==> src/logic/fdas_pkg.sv <==
/*
  Shared constants, types and helpers for the fabric DRAM subsystem AXI slave port.
  Assumes a single 40 MHz clock domain and a one-beat memory request port behind the slave.
*/
// Functional notes
// - slave port logic exists only when the subsystem is built for AXI; an AHB build still has the port, held quiet with no ready or valid
// - read address ready is active high; 1 accepts address and control
// - write address ready is active high; 1 accepts address and control
// - write response carries the 4-bit ID of the answered write
// - write status codes: okay, exclusive okay, slave error, decode error
// - write response valid is high only while a response is presented
// - every read beat carries the 4-bit ID of its read address
// - read last is high only on the final beat of each burst
// - read status codes: okay, exclusive okay, slave error, decode error
// - read valid is high only while 64-bit read data is presented
// - write data ready is active high; 1 accepts write data this cycle
// - burst type fixed, incrementing or wrapping steers each beat address
package fdas_pkg;

  localparam int ID_W = 4;
  localparam int ADDR_W = 32;
  localparam int DATA_W = 64;
  localparam int STRB_W = DATA_W / 8;
  localparam int LEN_W = 4;
  localparam int SIZE_W = 2;
  localparam int BURST_W = 2;
  localparam int RESP_W = 2;

  localparam logic [BURST_W-1:0] BURST_FIXED = 2'h0;
  localparam logic [BURST_W-1:0] BURST_INCR = 2'h1;
  localparam logic [BURST_W-1:0] BURST_WRAP = 2'h2;
  localparam logic [BURST_W-1:0] BURST_RSVD = 2'h3;

  localparam logic [RESP_W-1:0] RESP_OKAY = 2'h0;
  localparam logic [RESP_W-1:0] RESP_EXOKAY = 2'h1;
  localparam logic [RESP_W-1:0] RESP_SLVERR = 2'h2;
  localparam logic [RESP_W-1:0] RESP_DECERR = 2'h3;

  localparam logic [ADDR_W-1:0] ADDR_RESET = 32'h0000_0000;
  localparam logic [DATA_W-1:0] DATA_RESET = 64'h0000_0000_0000_0000;
  localparam logic [ID_W-1:0] ID_RESET = 4'h0;
  localparam logic [LEN_W-1:0] BEAT_RESET = 4'h0;

  typedef enum {FDAS_BUS_AXI, FDAS_BUS_AHB} fdas_bus_t;

  typedef enum {
    ST_IDLE, ST_RD_REQ, ST_RD_WAIT, ST_RD_DATA, ST_WR_DATA, ST_WR_MEM, ST_WR_RESP
  } fdas_state_t;

  function automatic logic fdas_is_last(input logic [LEN_W-1:0] beat,
                                        input logic [LEN_W-1:0] len);
    fdas_is_last = (beat == len);
  endfunction : fdas_is_last

endpackage : fdas_pkg

==> src/logic/fdas_slave_port.sv <==
/*
  AXI slave port of the fabric DRAM subsystem: takes fabric read and write bursts and
  turns them into single-beat requests on the memory controller port.
  Assumes a memory side that answers one read at a time and accepts writes with strobes.
*/
`timescale 1ns/1ps
module fdas_slave_port
  import fdas_pkg::*;
#(
  parameter fdas_pkg::fdas_bus_t BUS_MODE = fdas_pkg::FDAS_BUS_AXI
)
(
  // clock and reset
  input wire logic clock,
  input wire logic rst_b,
  // read address channel
  input wire logic [fdas_pkg::ADDR_W-1:0] s_axi_araddr,
  input wire logic [fdas_pkg::BURST_W-1:0] s_axi_arburst,
  input wire logic [fdas_pkg::SIZE_W-1:0] s_axi_arsize,
  input wire logic [fdas_pkg::LEN_W-1:0] s_axi_arlen,
  input wire logic [fdas_pkg::ID_W-1:0] s_axi_arid,
  input wire logic s_axi_arvalid,
  output logic s_axi_arready,
  // read data channel
  output logic [fdas_pkg::DATA_W-1:0] s_axi_rdata,
  output logic [fdas_pkg::ID_W-1:0] s_axi_rid,
  output logic [fdas_pkg::RESP_W-1:0] s_axi_rresp,
  output logic s_axi_rlast,
  output logic s_axi_rvalid,
  input wire logic s_axi_rready,
  // write address channel
  input wire logic [fdas_pkg::ADDR_W-1:0] s_axi_awaddr,
  input wire logic [fdas_pkg::BURST_W-1:0] s_axi_awburst,
  input wire logic [fdas_pkg::SIZE_W-1:0] s_axi_awsize,
  input wire logic [fdas_pkg::LEN_W-1:0] s_axi_awlen,
  input wire logic [fdas_pkg::ID_W-1:0] s_axi_awid,
  input wire logic s_axi_awvalid,
  output logic s_axi_awready,
  // write data channel
  input wire logic [fdas_pkg::DATA_W-1:0] s_axi_wdata,
  input wire logic [fdas_pkg::STRB_W-1:0] s_axi_wstrb,
  input wire logic s_axi_wlast,
  input wire logic s_axi_wvalid,
  output logic s_axi_wready,
  // write response channel
  output logic [fdas_pkg::ID_W-1:0] s_axi_bid,
  output logic [fdas_pkg::RESP_W-1:0] s_axi_bresp,
  output logic s_axi_bvalid,
  input wire logic s_axi_bready,
  // memory controller request
  output logic mem_req_valid,
  input wire logic mem_req_ready,
  output logic mem_req_write,
  output logic [fdas_pkg::ADDR_W-1:0] mem_req_addr,
  output logic [fdas_pkg::DATA_W-1:0] mem_req_wdata,
  output logic [fdas_pkg::STRB_W-1:0] mem_req_wstrb,
  // memory controller read return
  input wire logic mem_rsp_valid,
  input wire logic [fdas_pkg::DATA_W-1:0] mem_rsp_data,
  input wire logic mem_rsp_err
);
  import fdas_pkg::*;

  ////////////////////////////////////////////////////////////////////////////////////////
  // configuration

  // outside AXI mode the whole port is held quiet: no ready, no valid, no memory traffic
  localparam bit IS_AXI = (BUS_MODE == FDAS_BUS_AXI);

  if (DATA_W != 64 || ID_W != 4 || ADDR_W != 32) begin : g_bad_widths
    $error("fdas_slave_port supports only 64-bit data, 4-bit IDs and 32-bit addresses");
  end

  if (BUS_MODE != FDAS_BUS_AXI && BUS_MODE != FDAS_BUS_AHB) begin : g_bad_mode
    $error("fdas_slave_port serves only the AXI and AHB bus modes");
  end

  // the reserved burst code is refused on both channels, so one decode serves both
  function automatic logic burst_reserved(input logic [BURST_W-1:0] kind);
    burst_reserved = (kind == BURST_RSVD);
  endfunction : burst_reserved

  ////////////////////////////////////////////////////////////////////////////////////////
  // state and transaction context

  fdas_state_t state;
  logic [ADDR_W-1:0] cur_addr;
  logic [ADDR_W-1:0] next_addr;
  logic [BURST_W-1:0] cur_burst;
  logic [SIZE_W-1:0] cur_size;
  logic [LEN_W-1:0] cur_len;
  logic [LEN_W-1:0] beat;
  logic [ID_W-1:0] txn_id;
  logic prefer_rd;
  logic wr_last;
  logic wr_err;
  logic rd_rsvd;

  logic ar_take;
  logic aw_take;
  logic rd_fire;
  logic w_fire;
  logic mem_fire;

  // read and write share one memory port; on a tie the two channels take turns
  assign ar_take = s_axi_arvalid && s_axi_arready;
  assign aw_take = s_axi_awvalid && s_axi_awready;
  assign rd_fire = s_axi_rvalid && s_axi_rready;
  assign w_fire = s_axi_wvalid && s_axi_wready;
  assign mem_fire = mem_req_valid && mem_req_ready;

  ////////////////////////////////////////////////////////////////////////////////////////
  // handshake outputs

  always_comb begin
    s_axi_arready = IS_AXI && (state == ST_IDLE) && (!s_axi_awvalid || prefer_rd);
    s_axi_awready = IS_AXI && (state == ST_IDLE) && !(s_axi_arvalid && prefer_rd);
    s_axi_wready = (state == ST_WR_DATA);
    s_axi_rvalid = (state == ST_RD_DATA);
    s_axi_bvalid = (state == ST_WR_RESP);
  end

  ////////////////////////////////////////////////////////////////////////////////////////
  // memory request outputs

  // one beat per request: the port never has two memory accesses outstanding
  always_comb begin
    mem_req_valid = (state == ST_RD_REQ) || (state == ST_WR_MEM);
    mem_req_write = (state == ST_WR_MEM);
  end

  ////////////////////////////////////////////////////////////////////////////////////////
  // sequencing

  always_ff @(posedge clock or negedge rst_b) begin
    if (!rst_b) begin
      state <= ST_IDLE;
    end else begin
      case (state)
        ST_IDLE: begin
          if (ar_take) begin
            // a reserved burst type never reaches memory; it is answered with errors
            state <= burst_reserved(s_axi_arburst) ? ST_RD_DATA : ST_RD_REQ;
          end else if (aw_take) begin
            state <= ST_WR_DATA;
          end
        end
        ST_RD_REQ: begin
          if (mem_req_ready) begin
            state <= ST_RD_WAIT;
          end
        end
        ST_RD_WAIT: begin
          if (mem_rsp_valid) begin
            state <= ST_RD_DATA;
          end
        end
        ST_RD_DATA: begin
          if (rd_fire) begin
            if (s_axi_rlast) begin
              state <= ST_IDLE;
            end else if (!rd_rsvd) begin
              state <= ST_RD_REQ;
            end
          end
        end
        ST_WR_DATA: begin
          if (w_fire) begin
            if (!burst_reserved(cur_burst)) begin
              state <= ST_WR_MEM;
            end else if (fdas_is_last(beat, cur_len)) begin
              state <= ST_WR_RESP;
            end
          end
        end
        ST_WR_MEM: begin
          if (mem_req_ready) begin
            state <= wr_last ? ST_WR_RESP : ST_WR_DATA;
          end
        end
        ST_WR_RESP: begin
          if (s_axi_bready) begin
            state <= ST_IDLE;
          end
        end
        default: state <= ST_IDLE;
      endcase
    end
  end

  always_ff @(posedge clock or negedge rst_b) begin
    if (!rst_b) begin
      prefer_rd <= 1'b0;
    end else if (ar_take) begin
      prefer_rd <= 1'b0;
    end else if (aw_take) begin
      prefer_rd <= 1'b1;
    end
  end

  ////////////////////////////////////////////////////////////////////////////////////////
  // burst context and beat address

  fdas_addr_step u_addr_step (
    .addr(cur_addr),
    .burst(cur_burst),
    .size(cur_size),
    .len(cur_len),
    .next_addr(next_addr)
  );

  always_ff @(posedge clock or negedge rst_b) begin
    if (!rst_b) begin
      cur_addr <= ADDR_RESET;
      cur_burst <= BURST_INCR;
      cur_size <= 2'h0;
      cur_len <= BEAT_RESET;
      txn_id <= ID_RESET;
      rd_rsvd <= 1'b0;
    end else if (ar_take) begin
      cur_addr <= s_axi_araddr;
      cur_burst <= s_axi_arburst;
      cur_size <= s_axi_arsize;
      cur_len <= s_axi_arlen;
      txn_id <= s_axi_arid;
      rd_rsvd <= burst_reserved(s_axi_arburst);
    end else if (aw_take) begin
      cur_addr <= s_axi_awaddr;
      cur_burst <= s_axi_awburst;
      cur_size <= s_axi_awsize;
      cur_len <= s_axi_awlen;
      txn_id <= s_axi_awid;
      rd_rsvd <= 1'b0;
    end else if (rd_fire || (mem_fire && mem_req_write)) begin
      cur_addr <= next_addr;
    end
  end

  always_ff @(posedge clock or negedge rst_b) begin
    if (!rst_b) begin
      beat <= BEAT_RESET;
    end else if (ar_take || aw_take) begin
      beat <= BEAT_RESET;
    end else if (rd_fire || w_fire) begin
      beat <= beat + 4'h1;
    end
  end

  ////////////////////////////////////////////////////////////////////////////////////////
  // read data path

  always_ff @(posedge clock or negedge rst_b) begin
    if (!rst_b) begin
      s_axi_rdata <= DATA_RESET;
      s_axi_rresp <= RESP_OKAY;
      s_axi_rlast <= 1'b0;
    end else if (ar_take) begin
      // only the reserved-burst path uses these values straight away
      s_axi_rdata <= DATA_RESET;
      s_axi_rresp <= RESP_SLVERR;
      s_axi_rlast <= (s_axi_arlen == BEAT_RESET);
    end else if ((state == ST_RD_WAIT) && mem_rsp_valid) begin
      s_axi_rdata <= mem_rsp_data;
      s_axi_rresp <= mem_rsp_err ? RESP_SLVERR : RESP_OKAY;
      s_axi_rlast <= fdas_is_last(beat, cur_len);
    end else if (rd_fire && rd_rsvd && !s_axi_rlast) begin
      s_axi_rlast <= fdas_is_last(beat + 4'h1, cur_len);
    end
  end

  // the tag is captured with the address and held for every beat and the response
  assign s_axi_rid = txn_id;
  assign s_axi_bid = txn_id;

  ////////////////////////////////////////////////////////////////////////////////////////
  // write data path

  always_ff @(posedge clock or negedge rst_b) begin
    if (!rst_b) begin
      mem_req_wdata <= DATA_RESET;
      mem_req_wstrb <= 8'h00;
      wr_last <= 1'b0;
    end else if (w_fire) begin
      mem_req_wdata <= s_axi_wdata;
      mem_req_wstrb <= s_axi_wstrb;
      // the beat count, not the master's last flag, decides where the burst ends
      wr_last <= fdas_is_last(beat, cur_len);
    end
  end

  always_ff @(posedge clock or negedge rst_b) begin
    if (!rst_b) begin
      wr_err <= 1'b0;
    end else if (aw_take) begin
      wr_err <= burst_reserved(s_axi_awburst);
    end else if (w_fire && (s_axi_wlast != fdas_is_last(beat, cur_len))) begin
      wr_err <= 1'b1;
    end
  end

  assign s_axi_bresp = wr_err ? RESP_SLVERR : RESP_OKAY;
  assign mem_req_addr = cur_addr;

endmodule : fdas_slave_port

==> src/logic/fdas_addr_step.sv <==
/*
  Next-beat address for one AXI burst beat.
  Assumes wrapping bursts carry 2, 4, 8 or 16 beats and an aligned start, as the master must.
*/
`timescale 1ns/1ps
module fdas_addr_step
  import fdas_pkg::*;
(
  // current beat
  input wire logic [fdas_pkg::ADDR_W-1:0] addr,
  input wire logic [fdas_pkg::BURST_W-1:0] burst,
  input wire logic [fdas_pkg::SIZE_W-1:0] size,
  input wire logic [fdas_pkg::LEN_W-1:0] len,
  // following beat
  output logic [fdas_pkg::ADDR_W-1:0] next_addr
);
  import fdas_pkg::*;

  logic [ADDR_W-1:0] step;
  logic [ADDR_W-1:0] wrap_mask;
  logic [ADDR_W-1:0] bumped;

  always_comb begin
    step = 32'h0000_0001 << size;
    wrap_mask = (({28'h000_0000, len} + 32'h0000_0001) << size) - 32'h0000_0001;
    // later beats of an unaligned incrementing burst snap to the size boundary
    bumped = (addr & ~(step - 32'h0000_0001)) + step;
    case (burst)
      BURST_FIXED: next_addr = addr;
      BURST_INCR: next_addr = bumped;
      BURST_WRAP: next_addr = (addr & ~wrap_mask) | (bumped & wrap_mask);
      default: next_addr = addr;
    endcase
  end

endmodule : fdas_addr_step

==> config.mk <==
export PLATFORM = sky130hd
export DESIGN_NAME = fdas_slave_port
export DESIGN_NICKNAME = d
export VERILOG_FILES = /design/src/logic/fdas_pkg.sv /design/src/logic/fdas_slave_port.sv /design/src/logic/fdas_addr_step.sv
export SDC_FILE = /design/constraint.sdc
export NUM_CORES = 1
export LEC_CHECK = 0
export BUFFER_PORTS_ARGS = -buffer_cell sky130_fd_sc_hd__buf_4
export CORE_AREA = 2 2 165 167
export CTS_BUF_LIST = sky130_fd_sc_hd__clkbuf_2
export DETAILED_ROUTE_END_ITERATION = 12
export DIE_AREA = 0 0 167 169
export HOLD_SLACK_MARGIN = 0.05
export MAX_ROUTING_LAYER = met4
export PLACE_DENSITY = 0.81
export SETUP_SLACK_MARGIN = 0.1
export SLEW_MARGIN = 20
export SYNTH_ARGS = -nofsm -noshare
export SYNTH_HDL_FRONTEND = slang
export SYNTH_HIERARCHICAL = 1
export SYNTH_SLANG_ARGS = --single-unit
==> constraint.sdc <==
create_clock -name clock -period 4.66 [get_ports clock]
set_input_delay 0.466 -clock clock [delete_from_list [all_inputs] [get_ports clock]]
set_output_delay 0.466 -clock clock [all_outputs]
set_load 0.01 [all_outputs]
== Word level (Yosys, flattened, before mapping) ==
Index checks and enable logic that the tools add are counted.
Cells by class
  add/sub/neg operators: 5
  eq/ne operators: 29
  shift-type cells: 2
  mux-type cells: 44
  bitwise operators: 6
  reduce and logical (&&, ||, !) cells: 33
Operators by type and width (number)
  $mux 32: 15
  $pmux 32 s7: 1
  $eq 32x3->1 const B: 5
  $mux 64: 2
  $and 32x32->32: 3
  $eq 32x2->1 const B: 3
  $eq 32x4->1 const B: 3
  $logic_not 32->1: 2
  $not 32->32: 2
  $pmux 32 s2: 1
  $sub 32x1->32 const B: 2
  $add 32x32->32: 1
  $eq 32x1->1 const B: 1
  $or 32x32->32: 1
  $shl 1x2->32 const A: 1
  $shl 32x2->32: 1
  $mux 4: 6
  $mux 2: 10
  $logic_and 1x1->1: 13
  $ne 2x2->1 const B: 6
  $mux 1: 9
  $ne 3x3->1 const B: 3
  $reduce_and 9->1: 1
  $eq 2x2->1 const B: 4
  12 further kinds: 23
Storage, ports and cells
  register bits: 223
  input port bits: 235
  output and inout bits: 188
  word-level logic and storage cells: 135

== Logic depth before layout (Yosys ltp) ==
  word-level depth: 11
  mapped depth: 17
  mapped depth without buffers: 14

== Hierarchy ==
Netlist, hierarchy kept.
Modules (own cells, without submodules)
  fdas_slave_port: instances 1, cells each 779, area each 8800.9 um^2, seq. area each 4830.9 um^2
  fdas_addr_step: instances 1, cells each 369, area each 2285.9 um^2, seq. area each 0.0 um^2

== Worst setup path after synthesis ==
OpenSTA, ideal clock, no wires.
  kind: reg-to-reg
  from: register cur_size[0]
  to: register cur_addr[14], in the netlist mem_req_addr[14]
  arrival: 3459 ps
  path slack: 1075 ps
  cell stages (with the launch flop): 17
  path through: dfrtp_1 buf_6 buf_2 clkbuf_1 and2_1 inv_1 ha_1 and2_1 ha_1 o21ai_0 a22oi_1 nand3_1 or2_2 a311oi_1 o2bb2ai_1 a211oi_1 o2bb2ai_2
On the way
  longest elaborated chain between the ends: 11
Ends and longest elaborated chain
  from (decl): RTL line fdas_slave_port.sv:90  | logic [SIZE_W-1:0] cur_size;
  from (signal assigned): RTL line fdas_slave_port.sv:223  | cur_size <= s_axi_arsize;
  from (signal assigned): RTL line fdas_slave_port.sv:230  | cur_size <= s_axi_awsize;
  $shl 1x2->32: RTL line fdas_addr_step.sv:24  | step = 32'h0000_0001 << size;
  $sub 32x1->32: RTL line fdas_addr_step.sv:27  | bumped = (addr & ~(step - 32'h0000_0001)) + step;
  $not 32->32: RTL line fdas_addr_step.sv:27
  $and 32x32->32: RTL line fdas_addr_step.sv:27
  $add 32x32->32: RTL line fdas_addr_step.sv:27
  $and 32x32->32: RTL line fdas_addr_step.sv:31  | BURST_WRAP: next_addr = (addr & ~wrap_mask) | (bumped & wrap_mask);
  $or 32x32->32: RTL line fdas_addr_step.sv:31
  $pmux 32 s2 (*): RTL line fdas_addr_step.sv:28  | case (burst)
  named net next_addr[14]: RTL line fdas_slave_port.sv:88  | logic [ADDR_W-1:0] next_addr;
  $mux 32 (*): RTL line fdas_slave_port.sv:234  | end else if (rd_fire || (mem_fire && mem_req_write)) begin
  $mux 32 (*): RTL line fdas_slave_port.sv:227  | end else if (aw_take) begin
  $mux 32 (*): RTL line fdas_slave_port.sv:220  | end else if (ar_take) begin
  to (signal assigned): RTL line fdas_slave_port.sv:221  | cur_addr <= s_axi_araddr;
  to (signal assigned): RTL line fdas_slave_port.sv:228  | cur_addr <= s_axi_awaddr;
  to (signal assigned): RTL line fdas_slave_port.sv:235  | cur_addr <= next_addr;
  to (decl): RTL line fdas_slave_port.sv:87  | logic [ADDR_W-1:0] cur_addr;
Mark *: on every way through the listed nets, which the timed path passes. The rest lies on a longest branch. The select of a mux whose other input is x is not followed.
A chain may end at the register's enable or synchronous reset.

== Worst setup path in the final report ==
  from: register cur_len[0]
  to: register cur_addr[12], in the netlist mem_req_addr[12]
On the way
  longest elaborated chain between the ends: 10
Ends and longest elaborated chain
  from (decl): RTL line fdas_slave_port.sv:91  | logic [LEN_W-1:0] cur_len;
  from (signal assigned): RTL line fdas_slave_port.sv:224  | cur_len <= s_axi_arlen;
  from (signal assigned): RTL line fdas_slave_port.sv:231  | cur_len <= s_axi_awlen;
  $add 4x1->5 (*): RTL line fdas_addr_step.sv:25  | wrap_mask = (({28'h000_0000, len} + 32'h0000_0001) << size) - 32'h0000_0001;
  $shl 32x2->32 (*): RTL line fdas_addr_step.sv:25
  $sub 32x1->32 (*): RTL line fdas_addr_step.sv:25
  $not 32->32: RTL line fdas_addr_step.sv:31
  $and 32x32->32: RTL line fdas_addr_step.sv:31
  $or 32x32->32 (*): RTL line fdas_addr_step.sv:31
  $pmux 32 s2 (*): RTL line fdas_addr_step.sv:28
  named net next_addr[12]: RTL line fdas_slave_port.sv:88
  $mux 32 (*): RTL line fdas_slave_port.sv:234
  $mux 32 (*): RTL line fdas_slave_port.sv:227
  $mux 32 (*): RTL line fdas_slave_port.sv:220
Marked as above.

==> impl_metrics.py <==
metrics = {
    "placement": {
        "pre_cts_slack_ns": 0.900,
        "placed_cell_area_um2": 14200,
        "place_congestion": 0.939,
        "hpwlAfterDp_um": 27700,
        "port_buffers": 420,
    },
    "pwr": {
        "power_w": 0.0102,
        "powerDensity_nw_per_um2": 605,
        "p_int_w": 0.00540,
        "leakagePower_nw": 7.69,
        "swShare_pct": 47.0,
        "vdd_ir_drop_max_uv": 344,
        "p_comb_share_pct": 60.4,
        "p_sw_w": 0.00479,
        "p_seq_share_pct": 30.4,
        "clkPwrFrac_pct": 9.3,
    },
    "clock_tree": {
        "cts_root_buf": "clkbuf_2",
        "post-cts-setup-buffers": 0,
        "cts_max_level": 4,
        "cts_buffer_depth": 2,
        "cts_tree": "yes",
        "cts-buffers-inserted": 17,
        "path_clk_slew_ns": 0.32,
        "clk_latency_ns": 0.82,
        "cts_num_sinks": 193,
    },
    "final_layout": {
        "drive_above_1_share_pct": 32.8,
        "syn_to_final_growth_pct": 51.8,
        "fin_util_pct": 63.5,
        "final_area_um2": 16800,
        "fin_nets": 1978,
        "fillerInstances": 1920,
    },
    "drt": {
        "wl_per_cell_um": 21.6,
        "dr.pass1.iters": 7,
        "vias_per_cell": 5.80,
        "postRouteAntennaNets": 0,
        "wl_um": 45200,
        "drt_iter0_markers": 1247,
        "drc_errors": 0,
        "vias": 12100,
    },
    "sta": {
        "final.setup.worst_slack_ns": 0.434,
        "fin_worst_skew_ns": 0.109,
        "slew_violations": 0,
        "finalSetupTns_ns": 0,
        "setup_viol": 0,
        "slew_headroom_pct": 27.6,
        "tightest_slew_ns": 1.09,
        "rsz0062_at_grt": "false",
        "fmax_ghz": 0.237,
        "final.period_utilization_pct": 90.7,
        "fin_crit_ns": 4.23,
        "finalHoldViolCount": 0,
    },
    "global_route": {
        "track_usage_pct": 31.3,
        "antenna_found_initial": 5,
        "overflow": 0,
        "grt_pass1_vias": 12000,
        "grt_pass1_wl_um": 68000,
        "grt_max_degree": 123,
    },
    "worst_setup_path": {
        "cp_max_fo": 17,
        "r2r_slack_ns": 0.43,
        "crit_path_end_kind": "flop",
        "worstPathRequired_ns": 5.34,
        "worstSetupPathType": "reg -> reg",
        "cp.arrival_ns": 4.91,
        "startpoint_type": "flop",
    },
    "die": {
        "start_util_pct": 41.8,
        "die-area_um2": 28200,
        "die_w_um": 167,
        "placementRows": 60,
        "die_y_um": 169,
        "io_pins": 423,
        "core_region_area_um2": 26500,
    },
    "yosys": {
        "syn_avg_cell_area_um2": 9.66,
        "synth_top_area_cell": "dfrtp_1",
        "synthCells": 1148,
        "synth_cell_types": 88,
        "synth.top_cell.area_share_pct": 43.3,
        "ys.flop_type": "dfrtp_1",
        "synthArstFlopShare_pct": 100,
        "synth_edf_count": 0,
        "synth_seq_cells": 193,
        "syn_area_um2": 11100,
        "yosys_warnings": 6,
        "synth_seq_area_share_pct": 43.6,
        "synth_area_leaders": "dfrtp_1 43%, nand2_1 6.3%, mux2_2 4.6%, a21oi_1 3.9%, o2bb2ai_2 3.8%",
    },
    "flow_run": {
        "cap_violations": 0,
    },
    "outcome": {
        "status": "finished, final reports clean",
    },
    "worst_hold_path": {
        "worstHoldPathType": "in -> reg",
    },
}
area by class of cell:
type	instances	area (um^2)	area share (%)
inverters	25	93.8	0.558
clock buffers	17	85.1	0.506
repair buffers	662	5580	33.1
multi-input cells	833	5610	33.4
diodes	5	12.5	0.0744
clock inverters	15	185	1.10
flip-flops and latches	193	4830	28.7
well taps	341	427	2.54
kinds of logic (layout without fill, tap and decap cells):
| group | count (synthesis) | after routing | synth area share [%] |
|---|---|---|---|
| AND/OR/NAND/NOR | 399 | 399 | 17.8 |
| AO/OA/AOI/OAI | 314 | 314 | 21.0 |
| flip-flops | 193 | 193 | 43.6 |
| buffers and inverters | 123 | 719 | 6.03 |
| multiplexers | 86 | 86 | 8.66 |
| XOR/XNOR | 21 | 21 | 1.66 |
| adder cells (fa/ha/maj) | 11 | 11 | 1.24 |
| other | 1 | 7 | 0.0338 |
power groups by stage:
stage | clock network, W | registers, W | logic [W]
6_report | 0.000945 | 0.00309 | 0.00615
3_5_place_dp | 0 | 0.00306 | 0.00548
3_3_place_gp | 0 | 0.00302 | 0.00538
5_1_grt | 0.00103 | 0.00318 | 0.00656
4_1_cts | 0.000939 | 0.00302 | 0.00593
2_1_floorplan | 0 | 0.00314 | 0.00333
worst max-delay path, cell delays in order, from the launching register on:
cell and delay [ns]:
dfrtp_2 0.58, ha_1 0.45, o211ai_1 0.23, ha_1 0.23, nand4_1 0.22, a221oi_1 0.49, a21oi_1 0.42, a311o_1 0.44
a22o_1 0.18, a211oi_1 0.27, o2bb2ai_2 0.10, dlygate4sd3_1 0.58
synth_stat cells (9+ instances only):
cell type  number
xor2_1          9
dfrtp_1       192
a211oi_1       36
ha_1           11
nor2_1         46
nand2_1       186
mux2_2         45
o21ai_0        27
buf_2          36
clkbuf_1       34
o2bb2ai_2      28
and2_1         12
a31oi_1        11
inv_1          24
xnor2_1        12
o21ai_1        32
mux2_1         30
buf_6          15
nand3_1        27
buf_4          13
o22ai_1        13
nor3_1         13
a21oi_1        86
nand4_1        13
and3_1         38
mux2i_1        10
through the flow:
stage,hold slack (ns),cells
detailed placement,0.476,1826
finish,0.111,2091
CTS,0.0507,2082
global route,0.0556,2091
floorplan,0.170,1149
global placement,0.469,1826
worst paths after layout:
path | startpoint | to | depth (start not counted)
hold / removal | s_axi_awaddr[14] | mem_req_addr[14] | 4
max in group asynchronous | rst_b | s_axi_rdata[47] | 4
setup / recovery | cur_len[0] | mem_req_addr[12] | 11
hold reg to reg | s_axi_rdata[35] | s_axi_rdata[35] | 2
setup reg to reg | cur_len[0] | mem_req_addr[12] | 11
min in group asynchronous | rst_b | s_axi_rdata[20] | 3
state kept, by name, summed over array words and instances, names as in the netlist, 2 cells and up:
signal	cells
beat	4
cur_burst	2
cur_len	4
cur_size	2
mem_req_addr	32
mem_req_wdata	64
mem_req_wstrb	8
s_axi_bid	4
s_axi_rdata	64
state	3
cells in the final DEF, fill, tap and decap left out, types with 30 or more instances in the layout:
cell type | synthesis | layout
a21oi_1 | 86 | 86
a211oi_1 | 36 | 36
mux2_1 | 30 | 30
nor2_1 | 46 | 46
buf_4 | 13 | 432
nand2_1 | 186 | 186
o21ai_1 | 32 | 32
dlygate4sd3_1 | 0 | 227
dfrtp_1 | 192 | 191
mux2_2 | 45 | 45
and3_1 | 38 | 36
timing repair:
action                                 CTS  global route
hold buffers                           224             3
gates resized for setup                  0             1
setup endpoints to repair                0             3
endpoints found under the hold margin  306            20
routing by layer:
metal | GRT usage [%] | part of all wire (%) | vias to the layer above
met3 | 5.66 | 7.7 | 129
li1 | - | - | 5328
met1 | 37.1 | 38 | 5956
met4 | 13.1 | 4.5 | 0
met2 | 52.5 | 50 | 720
met5 | - | 0 | -
Power figures use the tool's default switching activity.
